### src/include/dhwrc_pkg.sv
package dhwrc_pkg;

  // ----------------------------------------
  // Register map and reset values
  // ----------------------------------------
  localparam logic [31:0] REFRESH_PERIOD_ADDR = 32'h0320_008c;
  localparam logic [31:0] DRAM_CONFIG_ADDR    = 32'h0320_00d0;
  localparam logic [31:0] STROBE_FORCE_ADDR   = 32'h0320_00d4;
  localparam logic [3:0]  REFRESH_PERIOD_RST  = 4'h1;
  localparam logic [7:0]  DRAM_CONFIG_RST     = 8'h00;
  localparam logic [7:0]  DRAM_CONFIG_MASK    = 8'hef;
  localparam logic [7:0]  STROBE_FORCE_RST    = 8'h00;

  // ----------------------------------------
  // Field positions
  // ----------------------------------------
  localparam int CFG_PRECHARGE_BIT = 7;
  localparam int CFG_RAS_CAS_BIT   = 6;
  localparam int CFG_EDO_BIT       = 5;

  // ----------------------------------------
  // Timing in memory clocks
  // ----------------------------------------
  localparam logic [2:0] GAP_OTHER_BANK     = 3'h2;
  localparam logic [2:0] GAP_SAME_BANK      = 3'h3;
  localparam logic [2:0] GAP_SAME_BANK_LONG = 3'h4;
  localparam logic [2:0] GAP_MAX            = 3'h7;
  localparam logic [1:0] RAS_CAS_CYC        = 2'h2;
  localparam logic [1:0] RAS_CAS_LONG_CYC   = 2'h3;

  // ----------------------------------------
  // Refresh periods in microseconds
  // ----------------------------------------
  localparam int REF_US_16  = 16;
  localparam int REF_US_32  = 32;
  localparam int REF_US_64  = 64;
  localparam int REF_US_128 = 128;

  // ----------------------------------------
  // Types
  // ----------------------------------------
  typedef enum logic [2:0] {
    M_IDLE = 3'b000,
    M_RAS  = 3'b001,
    M_CAS  = 3'b010,
    M_CASH = 3'b011,
    M_TAIL = 3'b100
  } dhwrc_mst_t;

  typedef enum logic [1:0] {
    F_IDLE = 2'b00,
    F_CAS  = 2'b01,
    F_BOTH = 2'b10,
    F_RAS  = 2'b11
  } dhwrc_fst_t;

  typedef struct packed {
    logic        write;
    logic        byte_acc;
    logic [1:0]  bank;
    logic [25:0] addr;
    logic [31:0] wdata;
  } dhwrc_req_t;

  typedef struct packed {
    logic [3:0]  row_strobe_n;
    logic [3:0]  col_strobe_n;
    logic        write_strobe_n;
    logic [11:0] row_col_address_bus;
    logic [31:0] dq_o;
    logic        dq_oe;
  } dhwrc_pins_t;

  typedef struct packed {
    dhwrc_mst_t  st;
    logic [1:0]  cnt;
    logic        half;
    dhwrc_req_t  req;
    logic [2:0]  gap;
    logic [1:0]  last_bank;
    logic        last_all;
    logic [31:0] rdata;
    logic        done;
    logic [7:0]  cfg;
    logic [3:0]  period;
    logic [7:0]  force_bits;
    logic [31:0] prdata;
    dhwrc_pins_t pins;
  } dhwrc_main_t;

  typedef struct packed {
    logic [2:0]  sync;
    logic [10:0] cnt;
    logic        pend;
    dhwrc_fst_t  st;
    logic        ras_n;
    logic        cas_n;
  } dhwrc_ref_t;

endpackage : dhwrc_pkg

### src/verilog/dhwrc_ctrl.sv
`timescale 1ns/1ns
module dhwrc_ctrl #(
  parameter int REF_TICKS_PER_US = 1
) (
  // Clock and resets
  input  wire logic                  pclk,
  input  wire logic                  presetn,
  input  wire logic                  por_n,
  // APB slave
  input  wire logic [31:0]           paddr,
  input  wire logic                  psel,
  input  wire logic                  penable,
  input  wire logic                  pwrite,
  input  wire logic [31:0]           pwdata,
  output logic      [31:0]           prdata,
  output logic                       pready,
  output logic                       pslverr,
  // Processor and DMA access port
  input  wire logic                  acc_valid,
  input  wire dhwrc_pkg::dhwrc_req_t acc_req,
  output logic                       acc_ready,
  output logic                       acc_done,
  output logic      [31:0]           acc_rdata,
  // DRAM side
  input  wire logic                  fixed_reference_clock,
  input  wire logic [31:0]           dram_dq_i,
  output dhwrc_pkg::dhwrc_pins_t     dram_o
);

  dhwrc_pkg::dhwrc_main_t s_q;
  dhwrc_pkg::dhwrc_main_t s_d;
  logic                   ref_pend;
  logic                   ref_busy;
  logic                   ref_ras_n;
  logic                   ref_cas_n;
  logic                   ref_grant;
  logic                   period_wr;
  logic                   apb_setup;
  logic                   apb_access;
  logic [1:0]             sel;
  logic [2:0]             need;
  logic [2:0]             need_all;
  logic                   edo;
  logic                   wide16;

  // ----------------------------------------
  // Helpers
  // ----------------------------------------
  function automatic logic [1:0] reg_sel(input logic [31:0] a);
    if (a == dhwrc_pkg::REFRESH_PERIOD_ADDR) begin
      reg_sel = 2'h1;
    end else if (a == dhwrc_pkg::DRAM_CONFIG_ADDR) begin
      reg_sel = 2'h2;
    end else if (a == dhwrc_pkg::STROBE_FORCE_ADDR) begin
      reg_sel = 2'h3;
    end else begin
      reg_sel = 2'h0;
    end
  endfunction : reg_sel

  // Address mux; 16-bit banks take address bits one lower, a[25] unused
  function automatic logic [11:0] mux_addr(
    input logic [25:0] a,
    input logic        is16,
    input logic        col,
    input logic        half
  );
    if (!is16 && !col) begin
      mux_addr = {a[24], a[22], a[19:10]};
    end else if (!is16) begin
      mux_addr = {a[25], a[23], a[21], a[20], a[9:2]};
    end else if (!col) begin
      mux_addr = {a[23], a[21], a[18:9]};
    end else begin
      mux_addr = {a[24], a[22], a[20], a[19], a[8:2], half};
    end
  endfunction : mux_addr

  // Pin values for a given next state, registered afterwards
  function automatic dhwrc_pkg::dhwrc_pins_t pins_of(
    input dhwrc_pkg::dhwrc_main_t s
  );
    logic is16;
    logic wr_on;
    is16                        = s.cfg[s.req.bank];
    wr_on                       = s.req.write &&
                                  (s.st == dhwrc_pkg::M_CAS || s.st == dhwrc_pkg::M_CASH);
    pins_of.row_strobe_n        = 4'hf;
    pins_of.col_strobe_n        = 4'hf;
    pins_of.write_strobe_n      = ~wr_on;
    pins_of.row_col_address_bus = mux_addr(s.req.addr, is16, s.st != dhwrc_pkg::M_RAS, s.half);
    pins_of.dq_oe               = wr_on;
    pins_of.dq_o                = s.req.wdata;
    if (is16) begin
      pins_of.dq_o = {16'h0000, s.half ? s.req.wdata[15:0] : s.req.wdata[31:16]};
    end
    if (s.st != dhwrc_pkg::M_IDLE) begin
      pins_of.row_strobe_n[s.req.bank] = 1'b0;
    end
    if (s.st == dhwrc_pkg::M_CAS) begin
      if (is16 && s.req.byte_acc) begin
        pins_of.col_strobe_n[s.req.addr[0]] = 1'b0;
      end else if (is16) begin
        pins_of.col_strobe_n = 4'hc;
      end else if (s.req.byte_acc) begin
        pins_of.col_strobe_n[s.req.addr[1:0]] = 1'b0;
      end else begin
        pins_of.col_strobe_n = 4'h0;
      end
    end
  endfunction : pins_of

  // Latch one read beat into its half of the word
  function automatic logic [31:0] latch(
    input logic [31:0] old,
    input logic [31:0] dq,
    input logic        is16,
    input logic        half
  );
    latch = dq;
    if (is16 && !half) begin
      latch = {dq[15:0], old[15:0]};
    end else if (is16) begin
      latch = {old[31:16], dq[15:0]};
    end
  endfunction : latch

  // ----------------------------------------
  // Refresh timer and sequencer
  // ----------------------------------------
  dhwrc_refresh #(
    .REF_TICKS_PER_US (REF_TICKS_PER_US)
  ) u_refresh (
    .pclk                  (pclk),
    .por_n                 (por_n),
    .fixed_reference_clock (fixed_reference_clock),
    .period                (s_q.period),
    .period_wr             (period_wr),
    .grant                 (ref_grant),
    .pend                  (ref_pend),
    .busy                  (ref_busy),
    .ras_n                 (ref_ras_n),
    .cas_n                 (ref_cas_n)
  );

  // ----------------------------------------
  // Decode and precharge checks
  // ----------------------------------------
  assign apb_setup  = psel & ~penable;
  assign apb_access = psel & penable;
  assign sel        = reg_sel(paddr);
  assign period_wr  = apb_access & pwrite & (sel == 2'h1) & (pwdata[3:0] != 4'h0);
  assign edo        = s_q.cfg[dhwrc_pkg::CFG_EDO_BIT];
  assign wide16     = s_q.cfg[s_q.req.bank];

  assign need_all = s_q.cfg[dhwrc_pkg::CFG_PRECHARGE_BIT] ?
                    dhwrc_pkg::GAP_SAME_BANK_LONG : dhwrc_pkg::GAP_SAME_BANK;
  assign need     = (s_q.last_all || acc_req.bank == s_q.last_bank) ?
                    need_all : dhwrc_pkg::GAP_OTHER_BANK;

  // Refresh goes first once the bus is idle and rows have precharged
  // In reset the sequencer is parked idle, so refresh must not wait on the gap
  assign ref_grant = (s_q.st == dhwrc_pkg::M_IDLE) & ref_pend & ~ref_busy &
                     (~presetn | (s_q.gap >= need_all));
  assign acc_ready = (s_q.st == dhwrc_pkg::M_IDLE) & ~ref_pend & ~ref_busy &
                     (s_q.gap >= need);

  // ----------------------------------------
  // Registers and access sequencer
  // ----------------------------------------
  always_comb begin
    s_d      = s_q;
    s_d.done = 1'b0;

    if (apb_access && pwrite) begin
      if (sel == 2'h1) begin
        s_d.period = pwdata[3:0];
      end else if (sel == 2'h2) begin
        s_d.cfg = pwdata[7:0] & dhwrc_pkg::DRAM_CONFIG_MASK;
      end else if (sel == 2'h3) begin
        s_d.force_bits = pwdata[7:0];
      end
    end
    if (apb_setup) begin
      if (sel == 2'h1) begin
        s_d.prdata = {28'h0000000, s_q.period};
      end else if (sel == 2'h2) begin
        s_d.prdata = {24'h000000, s_q.cfg};
      end else if (sel == 2'h3) begin
        s_d.prdata = {24'h000000, s_q.force_bits};
      end else begin
        s_d.prdata = 32'h00000000;
      end
    end

    // Cycles of row strobe high, saturating
    if (ref_busy) begin
      s_d.gap      = 3'h1;
      s_d.last_all = 1'b1;
    end else if (s_q.gap != dhwrc_pkg::GAP_MAX) begin
      s_d.gap = s_q.gap + 3'h1;
    end

    case (s_q.st)
      dhwrc_pkg::M_IDLE: begin
        if (acc_valid && acc_ready) begin
          s_d.req = acc_req;
          s_d.st  = dhwrc_pkg::M_RAS;
          s_d.cnt = 2'h1;
          // Byte in a 16-bit bank: upper bytes sit at the lower location
          s_d.half = s_q.cfg[acc_req.bank] & acc_req.byte_acc & ~acc_req.addr[1];
        end
      end
      dhwrc_pkg::M_RAS: begin
        if (s_q.cnt >= (s_q.cfg[dhwrc_pkg::CFG_RAS_CAS_BIT] ?
                        dhwrc_pkg::RAS_CAS_LONG_CYC : dhwrc_pkg::RAS_CAS_CYC)) begin
          s_d.st = dhwrc_pkg::M_CAS;
        end else begin
          s_d.cnt = s_q.cnt + 2'h1;
        end
      end
      dhwrc_pkg::M_CAS: begin
        s_d.st = dhwrc_pkg::M_CASH;
        if (!s_q.req.write && !edo) begin
          s_d.rdata = latch(s_q.rdata, dram_dq_i, wide16, s_q.half);
        end
      end
      dhwrc_pkg::M_CASH: begin
        if (!s_q.req.write && edo) begin
          s_d.rdata = latch(s_q.rdata, dram_dq_i, wide16, s_q.half);
        end
        if (wide16 && !s_q.req.byte_acc && !s_q.half) begin
          s_d.half = 1'b1;
          s_d.st   = dhwrc_pkg::M_CAS;
        end else if (edo) begin
          s_d.st = dhwrc_pkg::M_TAIL;
        end else begin
          s_d.st        = dhwrc_pkg::M_IDLE;
          s_d.done      = 1'b1;
          s_d.gap       = 3'h1;
          s_d.last_bank = s_q.req.bank;
          s_d.last_all  = 1'b0;
        end
      end
      default: begin
        s_d.st        = dhwrc_pkg::M_IDLE;
        s_d.done      = 1'b1;
        s_d.gap       = 3'h1;
        s_d.last_bank = s_q.req.bank;
        s_d.last_all  = 1'b0;
      end
    endcase

    s_d.pins = pins_of(s_d);
  end

  always_ff @(posedge pclk or negedge presetn) begin
    if (!presetn) begin
      s_q <= '{st: dhwrc_pkg::M_IDLE, cnt: 2'h0, half: 1'b0, req: '0, gap: 3'h0,
               last_bank: 2'h0, last_all: 1'b1, rdata: 32'h00000000, done: 1'b0,
               cfg: dhwrc_pkg::DRAM_CONFIG_RST, period: dhwrc_pkg::REFRESH_PERIOD_RST,
               force_bits: dhwrc_pkg::STROBE_FORCE_RST, prdata: 32'h00000000,
               pins: '{row_strobe_n: 4'hf, col_strobe_n: 4'hf, write_strobe_n: 1'b1,
                       row_col_address_bus: 12'h000, dq_o: 32'h00000000, dq_oe: 1'b0}};
    end else begin
      s_q <= s_d;
    end
  end

  // ----------------------------------------
  // Outputs
  // ----------------------------------------
  assign prdata    = s_q.prdata;
  assign pready    = 1'b1;
  assign pslverr   = apb_access & (sel == 2'h0);
  assign acc_done  = s_q.done;
  assign acc_rdata = s_q.rdata;

  // Forcing is combinational so it acts at once, even mid-cycle
  always_comb begin
    dram_o = s_q.pins;
    if (ref_busy) begin
      dram_o.row_strobe_n   = {4{ref_ras_n}};
      dram_o.col_strobe_n   = {4{ref_cas_n}};
      dram_o.write_strobe_n = 1'b1;
      dram_o.dq_oe          = 1'b0;
    end
    dram_o.row_strobe_n = dram_o.row_strobe_n & ~s_q.force_bits[3:0];
    dram_o.col_strobe_n = dram_o.col_strobe_n & ~s_q.force_bits[7:4];
  end

endmodule : dhwrc_ctrl

### src/verilog/dhwrc_refresh.sv
`timescale 1ns/1ns
module dhwrc_refresh #(
  parameter int REF_TICKS_PER_US = 1
) (
  // Clock and power-on reset
  input  wire logic       pclk,
  input  wire logic       por_n,
  // Reference clock pin
  input  wire logic       fixed_reference_clock,
  // Control
  input  wire logic [3:0] period,
  input  wire logic       period_wr,
  input  wire logic       grant,
  // Status and strobes
  output logic            pend,
  output logic            busy,
  output logic            ras_n,
  output logic            cas_n
);

  dhwrc_pkg::dhwrc_ref_t r_q;
  dhwrc_pkg::dhwrc_ref_t r_d;
  logic                  tick;
  logic [10:0]           target;

  // ----------------------------------------
  // Period decode
  // ----------------------------------------
  // Undefined codes are treated as off rather than guessed
  function automatic logic [10:0] ticks(input logic [3:0] p);
    case (p)
      4'h1:    ticks = 11'(dhwrc_pkg::REF_US_16 * REF_TICKS_PER_US);
      4'h2:    ticks = 11'(dhwrc_pkg::REF_US_32 * REF_TICKS_PER_US);
      4'h4:    ticks = 11'(dhwrc_pkg::REF_US_64 * REF_TICKS_PER_US);
      4'h8:    ticks = 11'(dhwrc_pkg::REF_US_128 * REF_TICKS_PER_US);
      default: ticks = 11'h000;
    endcase
  endfunction : ticks

  assign target = ticks(period);
  assign tick   = r_q.sync[1] & ~r_q.sync[2];
  assign pend   = r_q.pend;
  assign busy   = (r_q.st != dhwrc_pkg::F_IDLE);
  assign ras_n  = r_q.ras_n;
  assign cas_n  = r_q.cas_n;

  // ----------------------------------------
  // Timer and sequencer
  // ----------------------------------------
  always_comb begin
    r_d      = r_q;
    r_d.sync = {r_q.sync[1:0], fixed_reference_clock};
    case (r_q.st)
      dhwrc_pkg::F_IDLE: begin
        if (grant) begin
          r_d.st   = dhwrc_pkg::F_CAS;
          r_d.pend = 1'b0;
        end
      end
      dhwrc_pkg::F_CAS:  r_d.st = dhwrc_pkg::F_BOTH;
      dhwrc_pkg::F_BOTH: r_d.st = dhwrc_pkg::F_RAS;
      default:           r_d.st = dhwrc_pkg::F_IDLE;
    endcase
    // A new expiry in the grant cycle wins over the clear
    if (target == 11'h000 || period_wr) begin
      r_d.cnt = 11'h000;
    end else if (tick) begin
      if (r_q.cnt + 11'h001 >= target) begin
        r_d.cnt  = 11'h000;
        r_d.pend = 1'b1;
      end else begin
        r_d.cnt = r_q.cnt + 11'h001;
      end
    end
    r_d.cas_n = ~(r_d.st == dhwrc_pkg::F_CAS || r_d.st == dhwrc_pkg::F_BOTH);
    r_d.ras_n = ~(r_d.st == dhwrc_pkg::F_BOTH || r_d.st == dhwrc_pkg::F_RAS);
  end

  // Power-on reset only, so refresh keeps going while presetn is low
  always_ff @(posedge pclk or negedge por_n) begin
    if (!por_n) begin
      r_q <= '{sync: 3'h0, cnt: 11'h000, pend: 1'b0, st: dhwrc_pkg::F_IDLE,
               ras_n: 1'b1, cas_n: 1'b1};
    end else begin
      r_q <= r_d;
    end
  end

endmodule : dhwrc_refresh
### config.mk
export PLATFORM = sky130hd
export DESIGN_NAME = dhwrc_ctrl
export DESIGN_NICKNAME = d
export VERILOG_FILES = /design/src/include/dhwrc_pkg.sv /design/src/verilog/dhwrc_ctrl.sv /design/src/verilog/dhwrc_refresh.sv
export SDC_FILE = /design/constraint.sdc
export NUM_CORES = 1
export LEC_CHECK = 0
export BUFFER_PORTS_ARGS = -buffer_cell sky130_fd_sc_hd__buf_4
export CORE_ASPECT_RATIO = 1.5
export CORE_MARGIN = 2
export CORE_UTILIZATION = 45
export DETAILED_ROUTE_END_ITERATION = 6
export PLACE_DENSITY = 0.75
export SLEW_MARGIN = 20
export SYNTH_ARGS = -nofsm -noshare
export SYNTH_HDL_FRONTEND = slang
export SYNTH_HIERARCHICAL = 1
export SYNTH_SLANG_ARGS = --single-unit
### constraint.sdc
create_clock -name pclk -period 2.9 [get_ports pclk]
set_input_delay 0.58 -clock pclk [delete_from_list [all_inputs] [get_ports pclk]]
set_output_delay 0.58 -clock pclk [all_outputs]
set_load 0.02 [all_outputs]
Word-level counts from Yosys, hierarchy flattened --
Cells that the tools add are included.
Storage, ports and cells: output and inout port bits 122, register bits after elaboration 231, input bits 166
Operators by class: muxes and demuxes 73, $lt $le $gt $ge 13, bitwise operators 35, add/subtract/negate cells 3, equal/unequal tests 29, reduce and logical (&&, ||, !) cells 41
Operators with widths (count):
- two-way mux 32 bit | 5
- == test 32 x 26 -> 1 bit, second input constant | 3
- two-way mux 68 bit | 1
- one-hot mux 32 bit (2 select lines) | 1
- two-way mux 62 bit | 1
- two-way mux 12 bit | 4
- two-way mux 8 bit | 6
- two-way mux 16 bit | 2
- two-way mux 4 bit | 8
- one-hot mux 8 bit (4 select lines) | 1
- two-way mux 3 bit | 8
- two-way mux 11 bit | 2
- NOT 4 bit | 4
- AND 1 bit | 15
- two-way mux 1 bit | 15
- logical AND 1 bit | 13
- == test 3 x 2 -> 1 bit, second input constant | 4
- less-than comparator 2 x 4 -> 1 bit, second input constant | 3
- two-way mux 6 bit | 2
- NOT 1 bit | 12
- one-hot mux 3 bit (4 select lines) | 1
- one-hot mux 6 bit (2 select lines) | 1
- AND reduction 3 bit | 4
- adder 11 x 1 -> 11 bit, second input constant | 1
- other kinds (43) | 77

Depth between registers and ports, before layout --
Gate-level depths: netlist (run 1).
depth in word-level cells 17, depth in mapped cells 15

Modules after synthesis --
The synthesis (run 1) kept the hierarchy.
By module, submodules not included:
- dhwrc_ctrl | seq. area each 4718.3 sq um, instances 1, area each 8964.8 sq um, cells each 801
- dhwrc_refresh | seq. area each 478.0 sq um, instances 1, area each 1152.4 sq um, cells each 110

Least setup slack after synthesis (run 1) --
OpenSTA, ideal clock, no wires.
path kind input to register, from input port acc_req[58] (netlist name), to register s_q (netlist bit dram_o[10]), setup time 0.125 ns, arrival 3.130 ns, path slack -0.355 ns, stages 15, cells stage by stage xnor2_1 > a21oi_1 > nor2_1 > inv_1 > ha_1 > nand2_1 > o21a_1 > o21ai_0 > and2_1 > inv_1 > o32a_2 > mux2i_4 > nor2_4 > buf_6 > mux2_4
RTL lines:
- from (decl) | line dhwrc_ctrl.sv:20 | input wire dhwrc_pkg::dhwrc_req_t acc_req,
- to (signal assigned) | line dhwrc_ctrl.sv:259 | s_q <= '{st: dhwrc_pkg::M_IDLE, cnt: 2'h0, half: 1'b0, req: '0, gap: 3'h0,
- to (decl) | line dhwrc_ctrl.sv:30 | dhwrc_pkg::dhwrc_main_t s_q;

==> metrics.md, run 1 <==
| Metric | Value |
|---|---|
| Outcome | `finished, violations left` |
| Failing checks | `setup timing` |
| Mapped Area | `0.0101 mm2` |
| Post-synth ARST share | `100%` |
| Min-Delay Path Class | `in2reg` |
| Dpl cells | `1,369` |
| CTS H-Tree Depth | `1` |
| Die width | `126 um` |
| Simple-Gate Fraction of Synth Area | `11.6%` |
| Wire length of the first global-routing pass | `37.3 mm` |
| Number of global-route vias before repair | `7,404` |
| Post-synthesis register bit count | `207` |
| Die Span Y | `188 um` |
| Worst Path Required | `3270 ps` |
| Post-DP Area | `0.0120 mm2` |
| Via count | `7,166` |
| Starting Density | `45.5%` |
| Slew of the pin with the lowest slew margin | `698 ps` |
| WHS Endpoint | `u_refresh/r_d[17]` |
| ANT nets after route | `0` |
| Buffers on Ports | `238` |
| Io pins | `288` |
| TritonRoute pass-1 iters | `4` |
| DIE AREA | `0.0237 mm2` |
| CTS Buf Count | `21` |
| Reg2reg start | `s_q[140]` |
| # DRC | `0` |
| Clock transition at the registers of the reported paths | `60 ps` |
| Xor/xnor share of the synthesized area | `1.04%` |
| HP Start | `fixed_reference_clock` |
| Critical-path maximum fanout | `14` |
| TritonCTS sink count | `207` |
| R2R Path End | `dram_o[16]` |
| Buffer levels on the longest clock path | `3` |
| Wire length per cell | `16.5 um` |
| Drt total wl | `23.4 mm` |
| Rows | `67` |
| Maxcap violations | `0` |
| Pwr dens | `1090 mW/mm2` |
| Synth area leaders | `dfrtp_1 (48%), mux2_2 (9.1%), buf_4 (8.2%)` |
| Fin worst setup slack | `-124 ps` |
| Final Setup Violations | `28` |
| Clk_skew | `19.3 ps` |
| Initial antenna violation count | `1` |
| Cells after Synth | `911` |
| Period Utilization, post-route | `104%` |
| Slew Limit Fails | `0` |
| Setup CP Type | `reg2reg` |
| Largest net degree at the start of global routing | `112` |
| Final net count | `1,306` |
| Peak supply drop | `521 uV` |
| CP Launch Type | `register` |
| CTS root buf | `clkbuf_16` |
| RSZ-0062 raised after global routing | `true` |
| Multiplexer share of the synthesized area | `14.5%` |
| Register area share after synthesis | `51.4%` |
| Fin area | `0.0129 mm2` |
| Internal reg-to-reg setup slack | `-120 ps` |
| GRT Total Usage | `19.4%` |
| Routability Congestion | `0.825` |
| Crit path DAT | `3390 ps` |
| EDFF count, synth | `0` |
| Initial drt markers | `373` |
| Slew HR | `53.5%` |
| CP Launch Point | `s_q[140]` |
| Layout cell share with drive strength beyond 1 | `44.1%` |
| Core area | `0.0222 mm2` |
| Fin cells | `1,418` |
| Hold path depth | `1` |
| Most used DFF post-synth | `dfrtp_1` |
| Critical path capture point type | `register` |
| Area share of the largest cell type after synthesis | `48.0%` |
| Adder-cell share of the synthesized area | `1.73%` |
| Setup TNS Final | `-2070 ps` |
| Final Hold Viols | `0` |
| Drt via density | `5.05` |
| Area growth syn-to-layout | `27.6%` |
| Worst Reg-to-Reg Cells | `14` |
| Fmax | `331 MHz` |
| Yosys cell types | `72` |
| Main combinational cell family by area after synthesis | `multiplexers` |
| Global route overflow | `0` |
| Synth area leader | `dfrtp_1` |
| Clk_lat worst skew | `500 ps` |
| Yosys warning total | `6` |
| Leak | `6.33 nW` |
| Compound-gate portion of the synthesized area | `8.14%` |
| CTS tree | `done` |
| Detailed placer's ending HPWL | `17.4 mm` |
| Fill cells | `1,839` |
| Final worst path period need | `3020 ps` |
| Syn_area_per_cell | `11.1 um2` |
-- what timing repair did --
action / CTS / global route
buffers inserted: 7 / 3
endpoints found under the setup margin: 49 / 54
resized for setup: 28 / 12
endpoints found under the hold margin: 38 / 0
pin swaps: 18 / 7
hold buffers: 2 / 0
-- worst max-delay path by stage --
stage,endpoint,slack [ps],depth (start not counted)
global route,dram_o[13],-260,15
finish,dram_o[16],-120,14
global placement,dram_o[12],-460,15
floorplan,dram_o[10],-160,14
CTS,dram_o[16],-120,15
detailed placement,dram_o[3],-530,15
-- report_power, final --
group,total (mW),switching (mW),internal [mW],leakage [nW]
registers,4.47,0.410,4.06,2.50
logic,6.98,3.60,3.38,3.48
clock network,2.66,1.11,1.55,0.343
total,14.1,5.12,9.00,6.33
-- metal layers --
layer / part of all wire, % / GRT usage, %
met5: 0 / 0
met4: 4.0 / 8.20
met3: 5.3 / 3.31
met2: 54 / 36.0
met1: 37 / 21.6
-- cell families after synthesis --
| family | count (synthesis) |
|---|---|
| adders and majority gates | 14 |
| muxes | 128 |
| DFF | 207 |
| and+or+nand+nor | 228 |
| AOI/OAI and AO/OA | 127 |
| other | 2 |
| buffers and inverters | 193 |
| xor gates and xnor gates | 12 |
-- cell usage after synthesis (all sizes together) (13+ instances only) --
master	instances
dfstp	13
o22ai	17
nand3	14
dfrtp	194
nand2b	15
inv	50
a21oi	36
nor2	79
ha	14
clkbuf	19
o21ai	33
mux2i	34
nand2	58
buf	124
mux2	92
-- sequential cells by signal (all words and copies together), names as in the netlist --
name	count
s_q	102
dram_o	44
acc_rdata	32
u_refresh/r_q	14
prdata	8
u_refresh/r_d	2
acc_done	1
edo	1
u_refresh/cas_n	1
u_refresh/pend	1
u_refresh/ras_n	1
-- final cells by class --
| class | count | area (um2) | area share [%] |
|---|---|---|---|
| Clock inverter | 10 | 85.1 | 0.659 |
| Multi-Input combinational cell | 534 | 4060 | 31.4 |
| Timing Repair Buffer | 312 | 2430 | 18.8 |
| Antenna cell | 1 | 2.50 | 0.0194 |
| Inverter | 50 | 188 | 1.45 |
| Tap cell | 276 | 345 | 2.67 |
| Clock buffer | 28 | 602 | 4.66 |
| Sequential cell | 207 | 5200 | 40.2 |
-- layout by cell type, fill, tap and decap left out, drive strengths merged, types with 10 or more instances in the layout --
master	instances
buf	309
dfrtp	194
mux2	92
nor2	79
nand2	58
inv	51
a21oi	36
mux2i	34
o21ai	33
clkbuf	29
conb	25
o22ai	17
nand2b	15
ha	14
nand3	14
dfstp	13
and2	10
-- metrics by stage --
step	total power, mW	worst slack (ps)	util (%)	hold slack, ps
after detailed placement	11.1	-530	53.9	342
after global placement	10.9	-458	53.9	333
after CTS	14.1	-115	57.8	171
after floorplan	9.38	-162	-	284
after global routing	15.0	-257	58.1	175
final	14.1	-124	58.1	192
-- worst max-delay path, cell delays in order, from the launching register on --
cell,delay (ps)
dfrtp_1,410
xnor2_2,150
a21oi_2,90
nor2_2,130
inv_2,60
ha_4,290
nand2_4,70
o21ai_4,240
nand2_1,140
and3_4,180
o32a_4,390
mux2i_4,200
nor2_4,60
buf_12,160
mux2_4,300
(Power assumes the default switching activity.)
==> run 2, diff against run 1 <==
--- a/config.mk
+++ b/config.mk
@@ -10,7 +10,7 @@
 export CORE_MARGIN = 2
 export CORE_UTILIZATION = 45
 export DETAILED_ROUTE_END_ITERATION = 6
-export PLACE_DENSITY = 0.75
+export PLACE_DENSITY = 0.73
 export SLEW_MARGIN = 20
 export SYNTH_ARGS = -nofsm -noshare
 export SYNTH_HDL_FRONTEND = slang
==> constraint.sdc (replaced) <==
create_clock -name pclk -period 3.3 [get_ports pclk]
set_input_delay 0.66 -clock pclk [delete_from_list [all_inputs] [get_ports pclk]]
set_output_delay 0.66 -clock pclk [all_outputs]
set_load 0.02 [all_outputs]
==> run 2 against run 1 <==
The run now ends clean; sequential power decreased by 11%; count of clock-buffer cells in the layout down 2; worst hold slack got worse by 160 ps; non-clock buffer count shrank 22; first-iteration DRC count is 23% lower; die area is the same; largest power group unchanged.
==> metrics.md, run 2 (synthesized netlist as in run 1, its figures left out) <==
| Metric | Value |
|---|---|
| Hold WS | `34.0 ps (-158 ps)` |
| Pwr dens | `962 mW/mm2 (-12%)` |
| Most frequent cells in the layout | `buf_4 (283), dfrtp_1 (194), mux2_2 (81), nor2_1 (77), nand2_1 (57)` |
| Rows | `67 (unchanged)` |
| Critical path capture point type | `register` |
| Critical-path maximum fanout | `7 (-7)` |
| Worst Reg-to-Reg Cells | `15 (+1)` |
| Number of global-route vias before repair | `7,166 (-3.2%)` |
| Largest Register | `s_q` |
| CP Launch Type | `register` |
| CP Launch Point | `s_q[140]` |
| Setup CP Type | `reg2reg` |
| Worst Path Required | `3680 ps (+410 ps)` |
| Detailed placer's ending HPWL | `17.3 mm (-0.31%)` |
| Crit path DAT | `3590 ps (+200 ps)` |
| GRT Total Usage | `19.4% (-0.027 points)` |
| Reg2reg start | `s_q[140]` |
| Die width | `126 um (unchanged)` |
| Min-Delay Path Class | `in2async` |
| Power, Total | `12.1 mW (-14%)` |
| CP bufs+invs | `3 (+1)` |
| Ant. Diodes | `0 (-1)` |
| Wire length per cell | `16.9 um (+2.5%)` |
| Final worst path period need | `3210 ps (+186 ps)` |
| Buffers on Ports | `238 (unchanged)` |
| Leak | `6.19 nW (-2.2%)` |
| Crit path cell chain | `xnor2_2 > a21oi_2 > nor2_2 > inv_1 > ha_1 > nand2_1 > o21a_1 > o21ai_2 > and2_4 > inv_1 > o32a_2 > mux2i_4 > nor2_4 > buf_4 > mux2_4` |
| Crit-path slowest cell | `o32a_2` |
| TritonCTS sink count | `207 (unchanged)` |
| Starting Density | `45.5% (unchanged)` |
| Drt via density | `5.01 (-0.85%)` |
| Slowest cell delay on critical path | `430 ps (+20 ps)` |
| Die Span Y | `188 um (unchanged)` |
| Setup TNS Final | `0 ps (+2070 ps)` |
| DIE AREA | `0.0237 mm2 (unchanged)` |
| Clk_lat worst skew | `490 ps (about the same)` |
| Fin cells | `1,395 (-1.6%)` |
| Routability Congestion | `0.880 (+6.6%)` |
| Final Hold Viols | `0 (unchanged)` |
| Period Utilization, post-route | `97.3% (-7.0 points)` |
| Peak supply drop | `481 uV (-7.7%)` |
| Maxcap violations | `0 (unchanged)` |
| Area growth syn-to-layout | `24.7%` |
| CTS H-Tree Depth | `1 (unchanged)` |
| Io pins | `288 (unchanged)` |
| Initial antenna violation count | `0 (-1)` |
| Fmax | `312 MHz (-5.8%)` |
| ANT nets after route | `0 (unchanged)` |
| Dpl cells | `1,355 (-1.0%)` |
| Commonest non-fill, non-tap cell in the layout | `buf_4` |
| Crit path to | `dram_o[7]` |
| CTS tree | `done` |
| Max reg flops | `102 (unchanged)` |
| Via count | `6,990 (-2.5%)` |
| CP top delay family | `compound AO/OA/AOI/OAI gates` |
| Slew of the pin with the lowest slew margin | `663 ps (-34.9 ps)` |
| TritonRoute pass-1 iters | `4 (unchanged)` |
| CTS Buf Count | `21 (unchanged)` |
| Wire length of the first global-routing pass | `37.0 mm (-0.96%)` |
| Global route overflow | `0 (unchanged)` |
| Final Setup Violations | `0 (-100%)` |
| Buffer levels on the longest clock path | `3 (unchanged)` |
| Slew Limit Fails | `0 (unchanged)` |
| Clock transition at the registers of the reported paths | `60 ps (about the same)` |
| Slew HR | `55.8% (+2.3 points)` |
| Levels on crit path | `15 (+1)` |
| Drt total wl | `23.6 mm (+0.87%)` |
| Internal reg-to-reg setup slack | `90 ps (+210 ps)` |
| Largest net degree at the start of global routing | `125 (+12%)` |
| Core area | `0.0222 mm2 (unchanged)` |
| Most used cell, CP | `inv_1` |
| Outcome | `completed` |
| Clk_skew | `9.27 ps (-10.0 ps)` |
| Final net count | `1,284 (-1.7%)` |
| Initial drt markers | `286 (-23%)` |
| R2R Path End | `dram_o[7]` |
| CTS root buf | `clkbuf_16` |
| Layout cell share with drive strength beyond 1 | `41.6% (-2.4 points)` |
| RSZ-0062 raised after global routing | `true` |
| # DRC | `0 (unchanged)` |
==> run 2: changes by cell type in the layout (fill, tap and decap cells not counted), sizes merged <==
cell | before | now
bufinv | 1 | 2
diode | 1 | 0
clkinv | 7 | 5
buf | 309 | 288
clkbuf | 29 | 28
dlygate4sd3 | 2 | 0
clkinvlp | 1 | 4
==> run 2: timing repair <==
item	CTS	global route
endpoints found under the setup margin	1	48
pin swaps	0	3
gates resized for setup	0	15
hold buffers	0	0
buffers inserted	0	1
gates cloned	0	1
==> run 2: report_power, final <==
group          switching [mW]  internal (mW)  leakage [nW]
logic                    3.02           2.74          3.35
registers               0.394           3.57          2.50
clock network           0.996           1.42         0.342
==> run 2: worst min path at each step <==
stage                 startpoint           endpoint  slack, ps  cells after the start
2_1_floorplan  u_refresh/r_d[17]  u_refresh/r_d[18]        330                      0
6_report                   por_n  u_refresh/r_q[12]         30                      1
3_5_place_dp   u_refresh/r_d[17]  u_refresh/r_d[18]        350                      0
4_1_cts                    por_n   u_refresh/r_q[3]         30                      1
3_3_place_gp   u_refresh/r_d[17]  u_refresh/r_d[18]        330                      0
5_1_grt                    por_n  u_refresh/r_d[18]         30                      1
==> run 2: routing by layer <==
layer,GRT usage [%],share of wire (%),vias up
met5,0,0,-
li1,-,-,3369
met1,22.1,37,3377
met2,36.2,55,201
met3,2.82,4.7,43
met4,7.02,3.0,0
==> run 2: stage by stage <==
stage               utilization, %  setup WS [ps]  area (um2)
floorplan                        -           35.1       10200
global placement              53.2           -269       11800
detailed placement            53.2           -354       11800
CTS                           56.4         -0.824       12500
global route                  56.8          -60.4       12600
finish                        56.8           89.9       12600
==> run 2: layout make-up <==
class	instances	area, um2
Inverter	50	188
Tap cell	276	345
Clock inverter	12	128
Fill cell	1906	9600
Timing Repair Buffer	290	2250
Sequential cell	207	5200
Multi-Input combinational cell	534	3920
Clock buffer	26	584
==> run 3, diff against run 2 <==
--- a/config.mk
+++ b/config.mk
@@ -6,11 +6,13 @@
 export NUM_CORES = 1
 export LEC_CHECK = 0
 export BUFFER_PORTS_ARGS = -buffer_cell sky130_fd_sc_hd__buf_4
+export CELL_PAD_IN_SITES_DETAIL_PLACEMENT = 1
+export CELL_PAD_IN_SITES_GLOBAL_PLACEMENT = 1
 export CORE_ASPECT_RATIO = 1.5
-export CORE_MARGIN = 2
-export CORE_UTILIZATION = 45
+export CORE_MARGIN = 4
+export CORE_UTILIZATION = 40
 export DETAILED_ROUTE_END_ITERATION = 6
-export PLACE_DENSITY = 0.73
+export PLACE_DENSITY = 0.82
 export SLEW_MARGIN = 20
 export SYNTH_ARGS = -nofsm -noshare
 export SYNTH_HDL_FRONTEND = slang
==> run 3 against run 2 <==
Count of clock-buffer cells in the layout is 6 higher; worst hold slack got worse by 16 ps; fmax decreased by 0.95%; first-iteration DRC count shrank 12%; critical path type unchanged.
==> metrics.md, run 3 (synthesized netlist as in run 1, its figures left out) <==
| Metric | Value |
|---|---|
| Drt total wl | `27.7 mm (+17%)` |
| TritonCTS sink count | `207 (unchanged)` |
| Die width | `138 um (+9.0%)` |
| Initial antenna violation count | `1 (+1)` |
| Peak supply drop | `401 uV (-17%)` |
| Final Hold Viols | `0 (unchanged)` |
| Buffers on Ports | `238 (unchanged)` |
| Io pins | `288 (unchanged)` |
| ANT nets after route | `0 (unchanged)` |
| Core area | `0.0250 mm2 (+12%)` |
| Area growth syn-to-layout | `24.8% (about the same)` |
| Leak | `6.16 nW (-0.51%)` |
| CTS root buf | `clkbuf_16` |
| Final worst path period need | `3240 ps (+30.9 ps)` |
| Period Utilization, post-route | `98.2% (+0.94 points)` |
| Wire length per cell | `19.1 um (+13%)` |
| Critical path capture point type | `register` |
| CTS H-Tree Depth | `1 (unchanged)` |
| Clk_skew | `30.1 ps (+20.8 ps)` |
| Global route overflow | `0 (unchanged)` |
| Maxcap violations | `0 (unchanged)` |
| Drt via density | `5.00 (-0.30%)` |
| Wire length of the first global-routing pass | `43.2 mm (+17%)` |
| Slew of the pin with the lowest slew margin | `741 ps (+78.3 ps)` |
| Power, Total | `12.2 mW (+0.61%)` |
| Rows | `71 (+6.0%)` |
| Max reg flops | `102 (unchanged)` |
| Fill cells | `2,695 (+41%)` |
| R2R Path End | `dram_o[9]` |
| DIE AREA | `0.0280 mm2 (+18%)` |
| Routability Congestion | `0.850 (-3.4%)` |
| Initial drt markers | `251 (-12%)` |
| Outcome | `completed` |
| Reg2reg start | `s_q[140]` |
| Clk_lat worst skew | `510 ps (+20 ps)` |
| CTS tree | `done` |
| Buffer levels on the longest clock path | `3 (unchanged)` |
| Worst Path Required | `3690 ps (about the same)` |
| Commonest non-fill, non-tap cell in the layout | `buf_4` |
| Slew Limit Fails | `0 (unchanged)` |
| Critical-path maximum fanout | `16 (+9)` |
| Number of global-route vias before repair | `8,165 (+14%)` |
| Most frequent cells in the layout | `buf_4 (288), dfrtp_1 (194), mux2_2 (81), nor2_1 (77), nand2_1 (57)` |
| Multi-input logic area | `0.00392 mm2 (about the same)` |
| Largest net degree at the start of global routing | `140 (+12%)` |
| Detailed placer's ending HPWL | `20.6 mm (+19%)` |
| Crit path DAT | `3630 ps (+40 ps)` |
| Cts hold-fix bufs | `0 (unchanged)` |
| Die Span Y | `203 um (+8.1%)` |
| # DRC | `0 (unchanged)` |
| Final Setup Violations | `0 (unchanged)` |
| Slew HR | `50.6% (-5.2 points)` |
| Fin area | `0.0126 mm2 (about the same)` |
| RSZ-0062 raised after global routing | `true` |
| Internal reg-to-reg setup slack | `60 ps (-30 ps)` |
| CTS Buf Count | `21 (unchanged)` |
| Largest Register | `s_q` |
| TritonRoute pass-1 iters | `4 (unchanged)` |
| Final net count | `1,289 (+0.39%)` |
| Setup CP Type | `reg2reg` |
| Clock transition at the registers of the reported paths | `60 ps (about the same)` |
| Worst Reg-to-Reg Cells | `15 (unchanged)` |
| GRT Total Usage | `19.6% (+0.20 points)` |
| Via count | `7,254 (+3.8%)` |
| Layout cell share with drive strength beyond 1 | `41.2% (-0.42 points)` |
| Post-DP Area | `0.0119 mm2 (+0.97%)` |
| Starting Density | `40.5% (-5.0 points)` |
| Min-Delay Path Class | `in2async` |
| Fmax | `309 MHz (-0.95%)` |
| Fin util | `50.6% (-6.2 points)` |
| Pwr dens | `968 mW/mm2 (+0.56%)` |
| FF+latch area | `0.00520 mm2 (unchanged)` |
| CP Launch Type | `register` |
==> run 3: cell count changes in the layout (fill, tap and decap cells not counted), moves of 2 or more <==
cell / change
clkbuf_1: +8
clkinvlp_4: -2
buf_4: +5
bufinv_16: -2
clkbuf_8: -2
clkinv_2: -2
==> run 3: worst max path at each step <==
stage,startpoint,depth (start not counted),to
after detailed placement,acc_req[59],15,dram_o[44]
final,s_q[140],15,dram_o[9]
after global routing,s_q[141],15,dram_o[43]
after global placement,acc_req[58],15,dram_o[16]
after CTS,s_q[141],15,dram_o[44]
after floorplan,acc_req[58],15,dram_o[10]
==> run 3: layout make-up <==
type | instances | area share (%)
inverters | 50 | 1.49
repair buffers | 295 | 18.1
clock buffers | 32 | 4.65
diodes | 1 | 0.0198
multi-input cells | 534 | 31.1
flip-flops and latches | 207 | 41.2
clock inverters | 5 | 0.268
well taps | 328 | 3.25
==> run 3: timing repair <==
action / CTS / global route
pin swaps: 0 / 3
resized for setup: 2 / 14
buffers inserted: 0 / 2
setup endpoints to repair: 34 / 49
endpoints found under the hold margin: 0 / 0
==> run 3: critical path, stage by stage, from the launching register on <==
cell and delay (ps):
dfrtp_1 410, xnor2_2 170, a21oi_2 90, nor2_2 130
inv_1 50, ha_1 310, nand2_1 110, o21a_1 240
o21ai_2 190, and2_4 190, inv_1 60, o32a_2 430
mux2i_4 220, nor2_4 60, buf_12 160, mux2_4 300
==> run 3: metrics by stage <==
stage          hold WS (ps)  TNS (ps)  cells  setup WS, ps
3_5_place_dp            350    -16930   1412          -417
3_3_place_gp            332    -10760   1412          -270
6_report               17.7         0   1452          59.0
2_1_floorplan           331         0    934          35.1
4_1_cts                9.36         0   1449          23.9
5_1_grt                21.8     -1530   1452          -108
==> run 3: per-layer routing <==
layer	track usage, %	wire length (um)	share of wire [%]	vias up
met4	6.92	975	3.5	0
li1	-	-	-	3365
met1	21.3	9990	36	3642
met2	37.6	15300	55	194
met5	0	0	0	-
met3	2.80	1400	5.0	53
==> run 3: power breakdown <==
part	switching, mW	internal (mW)	leakage, nW
clock network	0.979	1.23	0.296
registers	0.400	3.57	2.50
logic	3.23	2.80	3.36
